[src/art_pkg.sv]
package art_pkg;

	// ==========================================
	// Register map
	localparam logic [7:0] ADDR_TIMER_CONTROL  = 8'hc8;
	localparam logic [7:0] ADDR_RELOAD_LOW     = 8'hca;
	localparam logic [7:0] ADDR_RELOAD_HIGH    = 8'hcb;
	localparam logic [7:0] ADDR_COUNT_LOW      = 8'hcc;
	localparam logic [7:0] ADDR_COUNT_HIGH     = 8'hcd;
	localparam logic [7:0] ADDR_CLOCK_SELECT   = 8'he0;

	// ==========================================
	// Control register fields
	localparam int BIT_HIGH_FLAG   = 7;
	localparam int BIT_LOW_FLAG    = 6;
	localparam int BIT_LOW_IRQ_EN  = 5;
	localparam int BIT_SPLIT       = 3;
	localparam int BIT_RUN         = 2;
	localparam int BIT_EXT_TICK    = 0;
	localparam logic [7:0] CONTROL_MASK  = 8'hed;
	localparam logic [7:0] CONTROL_RESET = 8'h00;

	// ==========================================
	// Clock select register fields
	localparam int BIT_LOW_CLK_SEL  = 0;
	localparam int BIT_HIGH_CLK_SEL = 1;
	localparam logic [7:0] CLKSEL_MASK = 8'h03;

	// ==========================================
	// Tick dividers and byte limits
	localparam int SYS_DIV = 12;
	localparam int EXT_DIV = 8;
	localparam logic [7:0] BYTE_MAX  = 8'hff;
	localparam logic [7:0] BYTE_ZERO = 8'h00;

endpackage

[src/art_timer.sv]
// Behaviour
// - Timer value is two 8-bit byte counters, low and high, forming 16 bits.
// - Split bit zero: both bytes run as one 16-bit auto-reload counter.
// - 16-bit wrap loads reload pair and sets high overflow flag.
// - 16-bit mode: interrupt on each overflow when timer interrupt enabled.
// - 16-bit mode: low-byte wrap also interrupts when low irq enable set.
// - Split bit set: two 8-bit counters, each reloading from its own byte.
// - Split mode: run bit gates high byte only; low byte always counts.
// - Per-byte select: 1 system clock; 0 picks divide-12 or external divide-8.
// - External divide-by-8 tick is synchronised to the system clock.
// - Split mode: each byte's wrap sets its own overflow flag.
// - Split mode: high overflow interrupts; low too when low irq enabled.
// - Hardware never clears overflow flags; software clears and reads them.
//
// Implementation choice: strobed register access.
`timescale 1ns/1ps
module art_timer
	import art_pkg::*;
(
	// Clock and reset
	input  wire logic       i_core_clk,
	input  wire logic       i_rst_n,
	// Register port
	input  wire logic [7:0] i_addr,
	input  wire logic [7:0] i_wdata,
	input  wire logic       i_wr,
	input  wire logic       i_rd,
	output logic      [7:0] o_rdata,
	// External oscillator level, divided by 8 inside the timer
	input  wire logic       i_ext_clk,
	// Interrupt enable and request
	input  wire logic       i_timer_interrupt_enable,
	output logic            o_irq
);

	// ==========================================
	// State
	logic [7:0] timer_control;
	logic [7:0] clock_select_register;
	logic [7:0] reload_low_byte;
	logic [7:0] reload_high_byte;
	logic [7:0] count_low_byte;
	logic [7:0] count_high_byte;
	logic [3:0] sys_div_cnt;
	logic [2:0] ext_div_cnt;
	logic       ext_sync1;
	logic       ext_sync2;
	logic       ext_prev;
	logic       ext_tick;
	logic       sys12_tick;
	logic       irq_pulse;
	logic [7:0] rdata;

	// ==========================================
	// Next values
	logic [7:0] next_timer_control;
	logic [7:0] next_clock_select_register;
	logic [7:0] next_reload_low_byte;
	logic [7:0] next_reload_high_byte;
	logic [7:0] next_count_low_byte;
	logic [7:0] next_count_high_byte;
	logic [3:0] next_sys_div_cnt;
	logic [2:0] next_ext_div_cnt;
	logic       next_ext_tick;
	logic       next_sys12_tick;
	logic       next_irq;
	logic [7:0] next_rdata;

	// ==========================================
	// Divide-by-12 tick
	always_comb
	begin
		next_sys12_tick  = 1'b0;
		next_sys_div_cnt = sys_div_cnt + 4'h1;
		if (sys_div_cnt == 4'(SYS_DIV - 1))
		begin
			next_sys_div_cnt = 4'h0;
			next_sys12_tick  = 1'b1;
		end
	end

	always_ff @(posedge i_core_clk or negedge i_rst_n)
	begin
		if (!i_rst_n)
		begin
			sys_div_cnt <= 4'h0;
			sys12_tick  <= 1'b0;
		end
		else
		begin
			sys_div_cnt <= next_sys_div_cnt;
			sys12_tick  <= next_sys12_tick;
		end
	end

	// ==========================================
	// External divide-by-8 tick
	always_comb
	begin
		next_ext_tick    = 1'b0;
		next_ext_div_cnt = ext_div_cnt;
		if (ext_sync2 && !ext_prev)
		begin
			next_ext_div_cnt = ext_div_cnt + 3'h1;
			if (ext_div_cnt == 3'(EXT_DIV - 1))
				next_ext_tick = 1'b1;
		end
	end

	always_ff @(posedge i_core_clk or negedge i_rst_n)
	begin
		if (!i_rst_n)
		begin
			ext_div_cnt <= 3'h0;
			ext_sync1   <= 1'b0;
			ext_sync2   <= 1'b0;
			ext_prev    <= 1'b0;
			ext_tick    <= 1'b0;
		end
		else
		begin
			ext_div_cnt <= next_ext_div_cnt;
			ext_sync1   <= i_ext_clk;
			ext_sync2   <= ext_sync1;
			ext_prev    <= ext_sync2;
			ext_tick    <= next_ext_tick;
		end
	end

	// ==========================================
	// Counters, flags and registers
	logic split;
	logic slow_tick;
	logic low_tick;
	logic high_tick;
	logic low_wrap;
	logic high_wrap;
	logic full_wrap;

	always_comb
	begin
		split     = timer_control[BIT_SPLIT];
		slow_tick = timer_control[BIT_EXT_TICK] ? ext_tick : sys12_tick;
		low_tick  = clock_select_register[BIT_LOW_CLK_SEL] ? 1'b1 : slow_tick;
		high_tick = clock_select_register[BIT_HIGH_CLK_SEL] ? 1'b1 : slow_tick;
		low_wrap  = 1'b0;
		high_wrap = 1'b0;
		full_wrap = 1'b0;

		next_timer_control         = timer_control;
		next_clock_select_register = clock_select_register;
		next_reload_low_byte       = reload_low_byte;
		next_reload_high_byte      = reload_high_byte;
		next_count_low_byte        = count_low_byte;
		next_count_high_byte       = count_high_byte;

		// Software writes first; hardware events below override
		if (i_wr)
		begin
			if (i_addr == ADDR_TIMER_CONTROL)
				next_timer_control = i_wdata & CONTROL_MASK;
			else if (i_addr == ADDR_CLOCK_SELECT)
				next_clock_select_register = i_wdata & CLKSEL_MASK;
			else if (i_addr == ADDR_RELOAD_LOW)
				next_reload_low_byte = i_wdata;
			else if (i_addr == ADDR_RELOAD_HIGH)
				next_reload_high_byte = i_wdata;
			else if (i_addr == ADDR_COUNT_LOW)
				next_count_low_byte = i_wdata;
			else if (i_addr == ADDR_COUNT_HIGH)
				next_count_high_byte = i_wdata;
		end

		if (!split)
		begin
			// 16-bit mode, low byte select picks the clock
			if (timer_control[BIT_RUN] && low_tick)
			begin
				low_wrap = (count_low_byte == BYTE_MAX);
				if ({count_high_byte, count_low_byte} == {BYTE_MAX, BYTE_MAX})
				begin
					full_wrap            = 1'b1;
					next_count_low_byte  = reload_low_byte;
					next_count_high_byte = reload_high_byte;
				end
				else
				begin
					next_count_low_byte = count_low_byte + 8'h01;
					if (low_wrap)
						next_count_high_byte = count_high_byte + 8'h01;
				end
			end
			if (full_wrap)
				next_timer_control[BIT_HIGH_FLAG] = 1'b1;
		end
		else
		begin
			if (low_tick)
			begin
				low_wrap            = (count_low_byte == BYTE_MAX);
				next_count_low_byte = low_wrap ? reload_low_byte : count_low_byte + 8'h01;
			end
			if (timer_control[BIT_RUN] && high_tick)
			begin
				high_wrap            = (count_high_byte == BYTE_MAX);
				next_count_high_byte = high_wrap ? reload_high_byte : count_high_byte + 8'h01;
			end
			if (high_wrap)
				next_timer_control[BIT_HIGH_FLAG] = 1'b1;
			if (low_wrap)
				next_timer_control[BIT_LOW_FLAG] = 1'b1;
		end
	end

	always_ff @(posedge i_core_clk or negedge i_rst_n)
	begin
		if (!i_rst_n)
		begin
			timer_control         <= CONTROL_RESET;
			clock_select_register <= BYTE_ZERO;
			reload_low_byte       <= BYTE_ZERO;
			reload_high_byte      <= BYTE_ZERO;
			count_low_byte        <= BYTE_ZERO;
			count_high_byte       <= BYTE_ZERO;
		end
		else
		begin
			timer_control         <= next_timer_control;
			clock_select_register <= next_clock_select_register;
			reload_low_byte       <= next_reload_low_byte;
			reload_high_byte      <= next_reload_high_byte;
			count_low_byte        <= next_count_low_byte;
			count_high_byte       <= next_count_high_byte;
		end
	end

	// ==========================================
	// Interrupt request
	always_comb
	begin
		next_irq = 1'b0;
		if (i_timer_interrupt_enable)
		begin
			if (full_wrap || high_wrap)
				next_irq = 1'b1;
			if (low_wrap && timer_control[BIT_LOW_IRQ_EN])
				next_irq = 1'b1;
		end
	end

	always_ff @(posedge i_core_clk or negedge i_rst_n)
	begin
		if (!i_rst_n)
		begin
			irq_pulse <= 1'b0;
		end
		else
		begin
			irq_pulse <= next_irq;
		end
	end

	// ==========================================
	// Read data
	always_comb
	begin
		next_rdata = BYTE_ZERO;
		if (i_rd)
		begin
			if (i_addr == ADDR_TIMER_CONTROL)
				next_rdata = timer_control;
			else if (i_addr == ADDR_CLOCK_SELECT)
				next_rdata = clock_select_register;
			else if (i_addr == ADDR_RELOAD_LOW)
				next_rdata = reload_low_byte;
			else if (i_addr == ADDR_RELOAD_HIGH)
				next_rdata = reload_high_byte;
			else if (i_addr == ADDR_COUNT_LOW)
				next_rdata = count_low_byte;
			else if (i_addr == ADDR_COUNT_HIGH)
				next_rdata = count_high_byte;
			else
				next_rdata = BYTE_ZERO;
		end
	end

	always_ff @(posedge i_core_clk or negedge i_rst_n)
	begin
		if (!i_rst_n)
		begin
			rdata <= BYTE_ZERO;
		end
		else
		begin
			rdata <= next_rdata;
		end
	end

	// ==========================================
	// Outputs
	assign o_rdata = rdata;
	assign o_irq   = irq_pulse;

endmodule

[config.mk]
export PLATFORM = sky130hd
export DESIGN_NAME = art_timer
export DESIGN_NICKNAME = d
export VERILOG_FILES = /design/src/art_pkg.sv /design/src/art_timer.sv
export SDC_FILE = /design/constraint.sdc
export NUM_CORES = 1
export LEC_CHECK = 0
export CAP_MARGIN = 20
export CORE_MARGIN = 1.5
export CORE_UTILIZATION = 55
export DETAILED_ROUTE_END_ITERATION = 6
export DONT_BUFFER_PORTS = 1
export PLACE_DENSITY = 0.7
export SYNTH_ARGS = -nofsm -noshare
export SYNTH_HDL_FRONTEND = slang
export SYNTH_SLANG_ARGS = --single-unit
[constraint.sdc]
create_clock -name i_core_clk -period 3.6 [get_ports i_core_clk]
set_clock_uncertainty 0.1 [all_clocks]
set_input_delay 0.54 -clock i_core_clk [delete_from_list [all_inputs] [get_ports i_core_clk]]
set_output_delay 0.54 -clock i_core_clk [all_outputs]
set_load 0.01 [all_outputs]
Word-level counts from Yosys, hierarchy flattened:

Index checks and enable logic that the tools add are counted.

* register bits: 61
* input port bits: 22
* output and inout bits: 9
* word-level logic and storage cells: 103

* add/subtract/negate cells: 4
* equality and inequality tests: 11
* multiplexer cells: 59
* bitwise operators: 3
* reduce and logical (&&, ||, !) cells: 10

Operators with widths (number)
* 2-to-1 mux 8 bit: 33
* == test 8 bit (second input constant): 8
* 2-to-1 mux 1 bit: 25
* adder 8 x 1 -> 8 bit (second input constant): 2
* == test 16 bit (second input constant): 1
* AND reduction 5 bit: 1
* adder 4 x 1 -> 4 bit (second input constant): 1
* == test 4 bit (second input constant): 1
* logical AND 1 bit: 4
* 2-to-1 mux 4 bit: 1
* AND reduction 4 bit: 1
* adder 3 x 1 -> 3 bit (second input constant): 1
* == test 3 bit (second input constant): 1
* inverter 1 bit: 3
* AND reduction 3 bit: 1
* AND reduction 2 bit: 1
* logical NOT 1 bit: 1
* logical OR 1 bit: 1

Depth between registers and ports, before layout:

Gate-level depths: netlist of run 1.

* depth after elaboration: 12
* depth in mapped cells: 8
* mapped depth without buffers: 6

Least setup slack after synthesis of run 1:

Ideal clock, no wire load.

* path type: input-to-reg
* from: input i_addr[4]
* to: register count_low_byte[7]
* library setup time: 0.126 ns
* arrival time: 2.176 ns
* required time: 3.374 ns
* setup slack: 1.198 ns
* stages: 5
* path buffers: 0
* cell sequence: nand3b_4 or2_4 nor4_4 mux2_2 a221o_1

* word-level cells in the longest chain between the ends: 9
* elaborated cells on any way between the ends: 14
* those cells by class: eq/ne: 5; mux: 9

Ends and longest elaborated chain
* start, declared: line art_timer.sv:24 `input wire logic [7:0] i_addr,`
* == test 8 bit: line art_timer.sv:168 `else if (i_addr == ADDR_COUNT_LOW)`
* 2-to-1 mux 8 bit: line art_timer.sv:168
* 2-to-1 mux 8 bit: line art_timer.sv:166 `else if (i_addr == ADDR_RELOAD_HIGH)`
* 2-to-1 mux 8 bit: line art_timer.sv:164 `else if (i_addr == ADDR_RELOAD_LOW)`
* 2-to-1 mux 8 bit: line art_timer.sv:162 `else if (i_addr == ADDR_CLOCK_SELECT)`
* 2-to-1 mux 8 bit *: line art_timer.sv:160 `if (i_addr == ADDR_TIMER_CONTROL)`
* 2-to-1 mux 8 bit *: line art_timer.sv:158 `if (i_wr)`
* 2-to-1 mux 8 bit (on tied branches): line art_timer.sv:177, art_timer.sv:198
* 2-to-1 mux 8 bit *: line art_timer.sv:174 `if (!split)`
* named net next_count_low_byte[7]: line art_timer.sv:60 `logic [7:0] next_count_low_byte;`
* end signal, assigned: line art_timer.sv:232 `count_low_byte <= next_count_low_byte;`
* end, declared: line art_timer.sv:42 `logic [7:0] count_low_byte;`

The timed path passes the listed nets; every way through them passes the cells marked *.
A chain may end at the register's enable or synchronous reset.

Final worst setup path of run 1:

* from: register count_high_byte[0]
* to: register count_low_byte[1]

* word-level cells in the longest chain between the ends: 4

Ends and longest elaborated chain
* start, declared: line art_timer.sv:43 `logic [7:0] count_high_byte;`
* start signal, assigned: line art_timer.sv:233 `count_high_byte <= next_count_high_byte;`
* == test 16 bit: line art_timer.sv:180 `if ({count_high_byte, count_low_byte} == {BYTE_MAX, BYTE_MAX})`
* 2-to-1 mux 8 bit: line art_timer.sv:180
* 2-to-1 mux 8 bit: line art_timer.sv:177 `if (timer_control[BIT_RUN] && low_tick)`
* 2-to-1 mux 8 bit: line art_timer.sv:174
* named net next_count_low_byte[1]: line art_timer.sv:60

The timed path passes the listed nets, and every way through them passes these cells.

==> results of run 1 <==
==> cell families (layout without fill, tap and decap cells) <==
| logic type | Yosys count | after routing | synth area share |
|---|---|---|---|
| and+or+nand+nor | 92 | 92 | 0.1535 |
| AOI/OAI and AO/OA | 68 | 68 | 0.1486 |
| DFF | 61 | 61 | 0.4590 |
| muxes | 51 | 51 | 0.1640 |
| buffers and inverters | 28 | 31 | 0.03499 |
| xor gates and xnor gates | 8 | 8 | 0.02107 |
| adders and majority gates | 5 | 5 | 0.01881 |
==> cell type report <==
class / count / area share
Tap cell: 75 / 0.02570
Clock buffer: 11 / 0.04147
Multi-Input combinational cell: 224 / 0.4609
Sequential cell: 61 / 0.4181
Inverter: 11 / 0.01131
Timing Repair Buffer: 5 / 0.01645
Clock inverter: 4 / 0.02605
==> routing by layer <==
layer,wire [um],track usage,up-vias
li1,-,-,1158
met1,3442,0.3444,1259
met2,4033,0.4555,77
met3,459,0.05393,19
met4,241,0.1552,0
met5,0,0,-
==> power groups by stage <==
stage	Combinational, uW	Clock, uW	Sequential (uW)
2_1_floorplan	232	0	809
3_3_place_gp	252	0	836
3_5_place_dp	258	0	840
4_1_cts	279	766	827
5_1_grt	316	785	838
6_report	277	755	828
==> what timing repair did <==
item                                   CTS  global route
hold buffers                             2             0
endpoints found under the hold margin   61             0
resized for setup                        0             0
==> cell usage in the layout (no fill, tap or decap), types with 4 or more instances in the layout <==
cell type / Yosys / routed
a211oi_1: 6 / 6
a21boi_0: 6 / 6
a21oi_1: 5 / 5
a222oi_1: 4 / 4
and3_1: 7 / 7
clkbuf_8: 0 / 11
dfrtp_1: 61 / 61
ha_1: 5 / 5
inv_1: 11 / 11
mux2_2: 28 / 28
mux2i_1: 23 / 23
nand2_1: 23 / 23
nand3_1: 8 / 8
nor2_1: 20 / 20
nor2b_1: 9 / 9
nor3_1: 4 / 4
o211ai_1: 7 / 7
o21ai_0: 11 / 11
o22ai_1: 8 / 8
xor2_1: 5 / 5
==> flip-flops by register name, summed over array words and instances, names as in the netlist, 2 cells and up <==
register	count
clock_select_register	2
count_low_byte	8
o_rdata	8
sys_div_cnt	4
reload_low_byte	8
reload_high_byte	8
timer_control	6
ext_div_cnt	3
count_high_byte	8
==> metrics by stage <==
| stage | setup slack (ns) | std cells |
|---|---|---|
| finish | 1.080 | 391 |
| global route | 0.8885 | 391 |
| CTS | 1.112 | 391 |
| detailed placement | 1.039 | 374 |
| global placement | 1.047 | 374 |
| floorplan | 1.198 | 313 |
==> worst paths after layout <==
path                            slack (ns)               start                   to  cells after the start
max in group asynchronous             2.52             i_rst_n     timer_control[2]                      2
worst min register to register        0.26           ext_sync1            ext_sync2                      0
min in group asynchronous             0.63             i_rst_n  reload_high_byte[7]                      2
worst max register to register        1.08  count_high_byte[0]    count_low_byte[1]                      6
worst min-delay path                  0.12           i_ext_clk            ext_sync1                      0
worst max-delay path                  1.08  count_high_byte[0]    count_low_byte[1]                      6
==> impl_metrics.py, run 1 <==
metrics = {
    "drt": {
        "num_vias": 2513,
        "ant_nets": 0,
        "detail_route.first_pass.iterations": 4,
        "via_per_inst": 6.427,
        "drtIter0Drc": 230,
        "detail_route.wl_per_cell_um": 20.91,
        "detail_route.drc_violations": 0,
        "finalWirelength_mm": 8.177,
    },
    "power": {
        "p_sw_frac": 0.2554,
        "p_int_uw": 1385,
        "switchingPower_uw": 475.2,
        "finalPower_uw": 1860,
        "clkPwrFrac": 0.406,
        "comb_power_share": 0.149,
        "powerDensity_mw_per_mm2": 509.5,
        "seqPwrFrac": 0.445,
        "leakage_uw": 0.001580,
        "irDropWorstVdd_v": 0.0003022,
    },
    "floorplan": {
        "die_w_um": 80.76,
        "fp.dieH_um": 80.76,
        "io_pins": 31,
        "fp.coreArea_mm2": 0.005886,
        "rows": 28,
        "start_util": 0.5651,
        "die_area_mm2": 0.006522,
    },
    "placed_design": {
        "port_buffers": 0,
        "dpl.hpwl_mm": 5.799,
        "place_congestion": 0.9704,
        "place_area_mm2": 0.003367,
    },
    "clocking": {
        "tritoncts": "built",
        "cts_max_level": 3,
        "cts_made_buffers": 9,
        "cts.clk_slew.worst_paths_ns": 0.06,
        "clockRootBuffer": "clkbuf_8",
        "post_cts_buffers": 0,
        "clock_latency_ns": 0.35,
        "cts_sinks": 61,
        "cts.path.max_buffers": 2,
    },
    "synthesis": {
        "synth_edf_count": 0,
        "yosysMostFrequentCell": "dfrtp_1",
        "async_flop_share": 1.000,
        "synthFlopType": "dfrtp_1",
        "synthTopCellsByCount": "dfrtp_1 (61), mux2_2 (28), mux2i_1 (23), nand2_1 (23), nor2_1 (20)",
        "ys_ff_latch": 61,
        "synth_area_mm2": 0.003326,
        "synth.yosys.seq_area_share": 0.4590,
        "yosys.area.top_type_share": 0.4590,
        "yosysUniqueCellTypes": 53,
        "synth.area.top_cells": "dfrtp_1 (46%), mux2_2 (9.5%), mux2i_1 (6.9%), nand2_1 (2.6%), nor2_1 (2.3%)",
        "synth_top_cell_by_area": "dfrtp_1",
        "avgSynthCellArea_um2": 10.63,
        "synth_fp_nets": 340,
        "synth_cells": 313,
        "ys_warn_count": 0,
    },
    "cells_and_area": {
        "nNetsFinal": 339,
        "fin_util": 0.6203,
        "area_delta_synth_final_pct": 9.782,
        "antenna_cells": 0,
        "multiInputGateArea_mm2": 0.001683,
        "fillers": 482,
        "regArea_mm2": 0.001526,
        "drive_gt1_frac": 0.1709,
        "stdcell_area_mm2": 0.003651,
    },
    "sta": {
        "period_minus_slack_ns": 2.520,
        "clock.fmax_mhz": 396.8,
        "fin_setup_tns_ns": 0,
        "finalMaxSlewViolations": 0,
        "rsz0062_at_grt": "no",
        "worst_pin_slew_ns": 0.7417,
        "slew_headroom": 0.5042,
        "post-route-period-util": 0.7001,
        "report.final.hold_viol_count": 0,
        "setup_violations": 0,
        "timing.hold.ws_ns": 0.1153,
    },
    "worst_setup_path": {
        "max_stage_delay_ns": 0.51,
        "arrival_ns": 2.62,
        "path_cells": "ha_1 > and3_1 > and3_1 > nand2_1 > a2111oi_0 > a211oi_1",
        "path_buf_inv": 0,
        "cp_max_fo": 9,
        "crit_path_end_kind": "flip-flop",
        "cp_slowest_cell": "a2111oi_0",
        "startpoint_type": "flip-flop",
        "criticalPathCategory": "reg -> reg",
        "worstPathRequired_ns": 3.70,
        "crit_path_frequent_cell": "and3_1",
        "crit_family": "simple AND/OR/NAND/NOR gates",
    },
    "global_routing": {
        "grt_max_degree": 62,
        "grt_usage": 0.2778,
        "grt_pass1_vias": 2579,
        "gr-total-overflow": 0,
        "antenna_found_initial": 0,
        "grt_pass1_wl_mm": 13.14,
    },
    "hold_path": {
        "holdCritPathClass": "in -> reg",
    },
    "outcome": {
        "status": "finished, final reports clean",
    },
    "job": {
        "cap_violations": 0,
    },
}
Power figures use the tool's default switching activity.
==> run 2: changes to the inputs <==
- ABC_AREA: not set -> 1
- clock period: 3.6 -> 2.6 ns (I/O delays scaled with it)
==> run 2 against run 1 <==
Clock power down 2%. Final cell count up 45%. First-iteration DRC count down 4.3%. Synthesized cell count up 51%. Critical path depth up 4. Via count up 25%. Cell area up 5.0%. Die area up 6.3%.
==> impl_metrics.py, run 2 <==
metrics = {
    "cells_and_area": {
        "fillers": 590,
        "nNetsFinal": 511,
        "finalNonFillerCells": 565,
        "drive_gt1_frac": 0.09631,
        "area_delta_synth_final_pct": 8.227,
        "layout_commonest_cell": "nand2_1",
        "antenna_cells": 0,
        "multiInputGateArea_mm2": 0.001720,
        "regArea_mm2": 0.001526,
        "layout_common_cells": "nand2_1 (144), inv_1 (64), dfrtp_1 (61), o21ai_0 (42), nand3_1 (40)",
    },
    "synthesis": {
        "synth_fp_nets": 500,
        "synthFlopType": "dfrtp_1",
        "yosysUniqueCellTypes": 33,
        "yosys.area.top_type_share": 0.4308,
        "synth_edf_count": 0,
        "ys_ff_latch": 61,
        "yosysMostFrequentCell": "nand2_1",
        "synth_area_mm2": 0.003543,
        "avgSynthCellArea_um2": 7.491,
        "synth_cells": 473,
        "ys_warn_count": 0,
        "async_flop_share": 1.000,
        "synthTopCellsByCount": "nand2_1 (144), inv_1 (64), dfrtp_1 (61)",
        "synth.yosys.seq_area_share": 0.4308,
        "synth_top_cell_by_area": "dfrtp_1",
        "synth.area.top_cells": "dfrtp_1 (43%), nand2_1 (15%), inv_1 (6.8%), o21ai_0 (5.9%), nand3_1 (5.6%)",
    },
    "drt": {
        "finalWirelength_mm": 9.029,
        "ant_nets": 0,
        "via_per_inst": 5.579,
        "detail_route.drc_violations": 0,
        "detail_route.first_pass.iterations": 5,
        "num_vias": 3152,
        "detail_route.wl_per_cell_um": 15.98,
        "drtIter0Drc": 220,
    },
    "global_routing": {
        "grt_pass1_wl_mm": 15.10,
        "grt_pass1_vias": 3003,
        "antenna_found_initial": 0,
        "gr-total-overflow": 0,
        "grt_usage": 0.2821,
        "grt_max_degree": 62,
    },
    "floorplan": {
        "fp.coreArea_mm2": 0.006277,
        "fp.dieH_um": 83.27,
        "rows": 29,
        "start_util": 0.5645,
        "io_pins": 31,
        "die_area_mm2": 0.006933,
        "die_w_um": 83.27,
    },
    "sta": {
        "slew_headroom": 0.5860,
        "fin_setup_tns_ns": 0,
        "fin_ws_ns": 0.6706,
        "clock.fmax_mhz": 518.3,
        "finalMaxSlewViolations": 0,
        "setup_violations": 0,
        "post-route-period-util": 0.7421,
        "worst_pin_slew_ns": 0.6187,
        "timing.hold.ws_ns": 0.06037,
        "report.final.hold_viol_count": 0,
        "period_minus_slack_ns": 1.929,
        "rsz0062_at_grt": "no",
    },
    "power": {
        "finalPower_uw": 2321,
        "switchingPower_uw": 733.2,
        "powerDensity_mw_per_mm2": 605.2,
        "clkPwrFrac": 0.319,
        "leakage_uw": 0.001952,
        "p_int_uw": 1588,
        "irDropWorstVdd_v": 0.0004582,
        "comb_power_share": 0.176,
        "seqPwrFrac": 0.505,
        "p_sw_frac": 0.3159,
    },
    "clocking": {
        "cts_max_level": 3,
        "cts.path.max_buffers": 2,
        "cts_sinks": 61,
        "tritoncts": "built",
        "clockRootBuffer": "clkbuf_8",
        "cts_resized": 0,
        "cts.clk_slew.worst_paths_ns": 0.07,
        "clock_latency_ns": 0.35,
        "post_cts_buffers": 0,
        "cts_made_buffers": 9,
    },
    "placed_design": {
        "dpl.hpwl_mm": 6.800,
        "port_buffers": 0,
        "place_inst": 547,
        "place_congestion": 0.9208,
        "dp_slack_ns": 0.6646,
    },
    "worst_setup_path": {
        "crit_family": "simple AND/OR/NAND/NOR gates",
        "path_cells": "ha_1 > nand3_1 > nor2_1 > nand2_1 > inv_1 > nand2_4 > nand2_2 > o21ai_2 > nand2_1 > nand3_1",
        "worstPathRequired_ns": 2.73,
        "arrival_ns": 2.06,
        "max_stage_delay_ns": 0.41,
        "crit_path_end_kind": "flip-flop",
        "criticalPathCategory": "reg -> reg",
        "startpoint_type": "flip-flop",
        "r2r_slack_ns": 0.67,
        "path_buf_inv": 1,
        "cp_slowest_cell": "dfrtp_1",
        "cp_max_fo": 8,
    },
    "job": {
        "cap_violations": 0,
    },
    "hold_path": {
        "holdCritPathClass": "in -> reg",
    },
    "outcome": {
        "status": "finished, final reports clean",
    },
}
run 2: cell count changes after synthesis, moves of 6 or more:
cell      delta
clkbuf_1     -8
nand3_1     +32
and3_1       -7
o22ai_1      -7
mux2i_1     -22
nor2b_1      -9
a21boi_0     -6
a211oi_1     -6
inv_1       +53
o211ai_1     +9
nor2_1      +14
o21ai_0     +31
mux2_2      -25
nand2_1    +121
run 2: final cells by class:
class,count,area share
Timing Repair Buffer,7,0.02023
Inverter,66,0.06460
Multi-Input combinational cell,339,0.4486
Clock inverter,4,0.006525
Sequential cell,61,0.3980
Tap cell,77,0.02512
Clock buffer,11,0.03687
run 2: logic make-up (layout without fill, tap and decap cells):
kind of cell | Yosys count | in the layout | share of synthesized area
AO/OA/AOI/OAI | 77 | 77 | 0.1236
multiplexers | 4 | 4 | 0.01236
buffers and inverters | 73 | 88 | 0.08369
flip-flops | 61 | 61 | 0.4308
AND/OR/NAND/NOR | 243 | 243 | 0.3072
adder cells (fa/ha/maj) | 5 | 5 | 0.01766
XOR/XNOR | 10 | 10 | 0.02472
run 2: layer usage:
layer / routed length (um) / up-vias / track usage
met5: 0 / - / 0
met4: 269 / 0 / 0.1258
met3: 683 / 20 / 0.05964
met2: 4007 / 129 / 0.4228
met1: 4068 / 1459 / 0.3953
li1: - / 1544 / -
run 2: what timing repair did:
item                                    4_1_cts  5_1_grt
endpoints found under the setup margin        0        0
hold buffers                                  3        0
hold endpoints to repair                     62        0
run 2: worst reg2reg max path: cells and delay by family (launching register included):
kind	cells	cell delay, ns
compound gates	1	0.08
fa+ha+maj	1	0.24
buf+inv	1	0.28
flops	1	0.41
simple gates	7	0.69
run 2: power by group through the flow:
| stage | clock [uW] | combinational, uW | sequential (uW) |
|---|---|---|---|
| after CTS | 748 | 411 | 1170 |
| after global routing | 794 | 474 | 1180 |
| after floorplan | 0 | 319 | 1150 |
| after global placement | 0 | 374 | 1180 |
| after detailed placement | 0 | 383 | 1190 |
| final | 739 | 409 | 1170 |
run 2: path summary, 6_finish.rpt:
kind | start | end | cells past startpoint
worst max-delay path | count_high_byte[0] | count_low_byte[7] | 10
worst min-delay path | i_wdata[6] | reload_low_byte[6] | 2
worst max register to register | count_high_byte[0] | count_low_byte[7] | 10
worst min register to register | ext_sync1 | ext_sync2 | 0
max in group asynchronous | i_rst_n | count_low_byte[2] | 2
min in group asynchronous | i_rst_n | reload_high_byte[4] | 2
run 2: metrics by stage:
stage	util	area [um2]
after floorplan	-	3543
after detailed placement	0.5768	3621
after global placement	0.5768	3621
after CTS	0.6109	3835
after global routing	0.6109	3835
final	0.6109	3835
==> run 3: changes to the inputs <==
- PLACE_DENSITY: 0.7 -> 0.73
- clock period: 2.6 -> 1.64 ns (I/O delays scaled with it)
==> run 3 against run 2 <==
The flow now finishes with violations (negative hold slack, negative setup slack). Worst setup slack worse by 0.68 ns. Worst hold slack worse by 0.58 ns. Count of clock-buffer cells in the layout down 1. Non-clock buffer count up 42. Via count up 9.8%. Register-to-register slack worse by 0.68 ns. Fmax up 17%. Critical path type unchanged. Critical endpoint is now count_high_byte[0].
==> impl_metrics.py, run 3 (same netlist as run 2, synthesis figures left out) <==
metrics = {
    "outcome": {
        "status": "finished with violations",
        "violations": "negative hold slack, negative setup slack",
    },
    "floorplan": {
        "die_area_mm2": 0.006933,
        "start_util": 0.5645,
        "fp.dieH_um": 83.27,
        "fp.coreArea_mm2": 0.006277,
        "rows": 29,
        "die_w_um": 83.27,
        "io_pins": 31,
    },
    "sta": {
        "slew_headroom": 0.7176,
        "setup_violations": 1,
        "timing.hold.ws_ns": -0.5223,
        "finalMaxSlewViolations": 0,
        "rsz0062_at_grt": "yes",
        "fin_ws_ns": -0.007581,
        "clock.fmax_mhz": 607.0,
        "post-route-period-util": 1.005,
        "worst_pin_slew_ns": 0.4226,
        "report.final.hold_viol_count": 61,
        "period_minus_slack_ns": 1.648,
    },
    "hold_path": {
        "holdCritPathClass": "in -> async",
    },
    "clocking": {
        "clockRootBuffer": "clkbuf_8",
        "cts_max_level": 3,
        "cts_made_buffers": 9,
        "clock_latency_ns": 0.35,
        "cts.path.max_buffers": 2,
        "cts.clk_slew.worst_paths_ns": 0.07,
        "tritoncts": "built",
        "cts_sinks": 61,
        "hold_buffers": 11,
    },
    "worst_setup_path": {
        "crit_path_frequent_cell": "nand3_4",
        "criticalPathCategory": "reg -> reg",
        "path_buf_inv": 1,
        "crit_family": "simple AND/OR/NAND/NOR gates",
        "cp_max_fo": 5,
        "path_cells": "ha_4 > nand3_4 > nor2_4 > nand3_4 > o21ai_4 > buf_4 > o211ai_1 > nand2_1",
        "worstPathRequired_ns": 1.83,
        "max_stage_delay_ns": 0.40,
        "startpoint_type": "flip-flop",
        "crit_path_end_kind": "flip-flop",
        "cp_slowest_cell": "dfrtp_1",
        "arrival_ns": 1.83,
    },
    "drt": {
        "num_vias": 3461,
        "finalWirelength_mm": 10.09,
        "via_per_inst": 5.702,
        "drtIter0Drc": 268,
        "detail_route.first_pass.iterations": 6,
        "detail_route.drc_violations": 0,
        "detail_route.wl_per_cell_um": 16.62,
        "ant_nets": 0,
    },
    "cells_and_area": {
        "finalNonFillerCells": 607,
        "layout_commonest_cell": "nand2_1",
        "drive_gt1_frac": 0.1774,
        "nNetsFinal": 553,
        "layout_common_cells": "nand2_1 (140), inv_1 (62), dfrtp_1 (61), o21ai_0 (40), nand3_1 (38)",
        "fillers": 551,
        "area_delta_synth_final_pct": 20.52,
        "antenna_cells": 0,
    },
    "global_routing": {
        "grt_usage": 0.2978,
        "grt_pass1_wl_mm": 15.93,
        "antenna_found_initial": 0,
        "grt_pass1_vias": 3284,
        "gr-total-overflow": 0,
        "grt_max_degree": 62,
    },
    "placed_design": {
        "place_inst": 576,
        "dpl.hpwl_mm": 7.402,
        "port_buffers": 0,
        "place_congestion": 0.9391,
    },
    "power": {
        "seqPwrFrac": 0.448,
        "switchingPower_uw": 1241,
        "p_sw_frac": 0.3090,
        "comb_power_share": 0.229,
        "powerDensity_mw_per_mm2": 940.2,
        "leakage_uw": 0.002171,
        "p_int_uw": 2774,
        "clkPwrFrac": 0.323,
        "irDropWorstVdd_v": 0.0006823,
    },
    "job": {
        "cap_violations": 0,
    },
}
-- run 3: cell types whose count changed in the layout (fill, tap and decap cells not counted), moves of 3 or more --
cell           before  now
buf_4               4   34
nand2_1           144  140
nand2_2             5    9
buf_6               0    3
dlygate4sd3_1       2   11
-- run 3: final cells by class --
class | instances | area [um2] | share of cell area
sequential | 61 | 1526 | 0.3575
multi-input combinational | 339 | 1795 | 0.4205
tap | 77 | 96.34 | 0.02256
timing repair buffer | 49 | 419.2 | 0.09815
inverter | 66 | 252.7 | 0.05919
clock inverter | 5 | 52.55 | 0.01231
clock buffer | 10 | 127.6 | 0.02989
-- run 3: power groups by stage --
stage,logic (uW),registers [uW],clock network [uW]
3_5_place_dp,837,1820,0
3_3_place_gp,815,1810,0
4_1_cts,892,1800,1310
6_report,919,1800,1300
5_1_grt,1020,1820,1370
2_1_floorplan,519,1840,0
-- run 3: metal layers --
metal	GRT usage	vias to the layer above	wire length (um)
li1	-	1627	-
met1	0.3955	1619	4184
met2	0.4841	176	4736
met3	0.05467	39	790
met4	0.1182	0	380
met5	0	-	0
-- run 3: final timing paths --
kind / start / end / slack (ns) / cells after the start
max: count_low_byte[0] / count_high_byte[0] / -0.008 / 8
min: i_rst_n / reload_high_byte[6] / -0.52 / 0
max reg2reg: count_low_byte[0] / count_high_byte[0] / -0.008 / 8
min reg2reg: ext_sync1 / ext_sync2 / 0.27 / 0
max in group asynchronous: i_rst_n / o_rdata[2] / 1.84 / 0
min in group i_core_clk: i_wdata[7] / count_high_byte[7] / 0.01 / 4
-- run 3: what timing repair did --
action,CTS,global route
pin swaps,1,14
hold endpoints to repair,85,61
buffers inserted,1,4
endpoints found under the setup margin,11,17
gates resized for setup,4,21
-- run 3: metrics by stage --
step	TNS, ns	util	cell area [um2]	setup WS, ns	total power, uW
after floorplan	0	-	3556	0.001602	2355
after detailed placement	-0.1519	0.6155	3864	-0.04435	2662
after global placement	-0.02403	0.6155	3864	-0.02012	2630
after CTS	0	0.6661	4182	0.004921	3997
after global routing	-0.3649	0.6803	4270	-0.05318	4213
final	-0.007581	0.6803	4270	-0.007581	4015
-- run 3: worst register-to-register path, cell delays in order, from the launching register on --
cell      delay [ns]
dfrtp_1         0.40
ha_4            0.18
nand3_4         0.10
nor2_4          0.15
nand3_4         0.11
o21ai_4         0.25
buf_4           0.16
o211ai_1        0.07
nand2_1         0.07
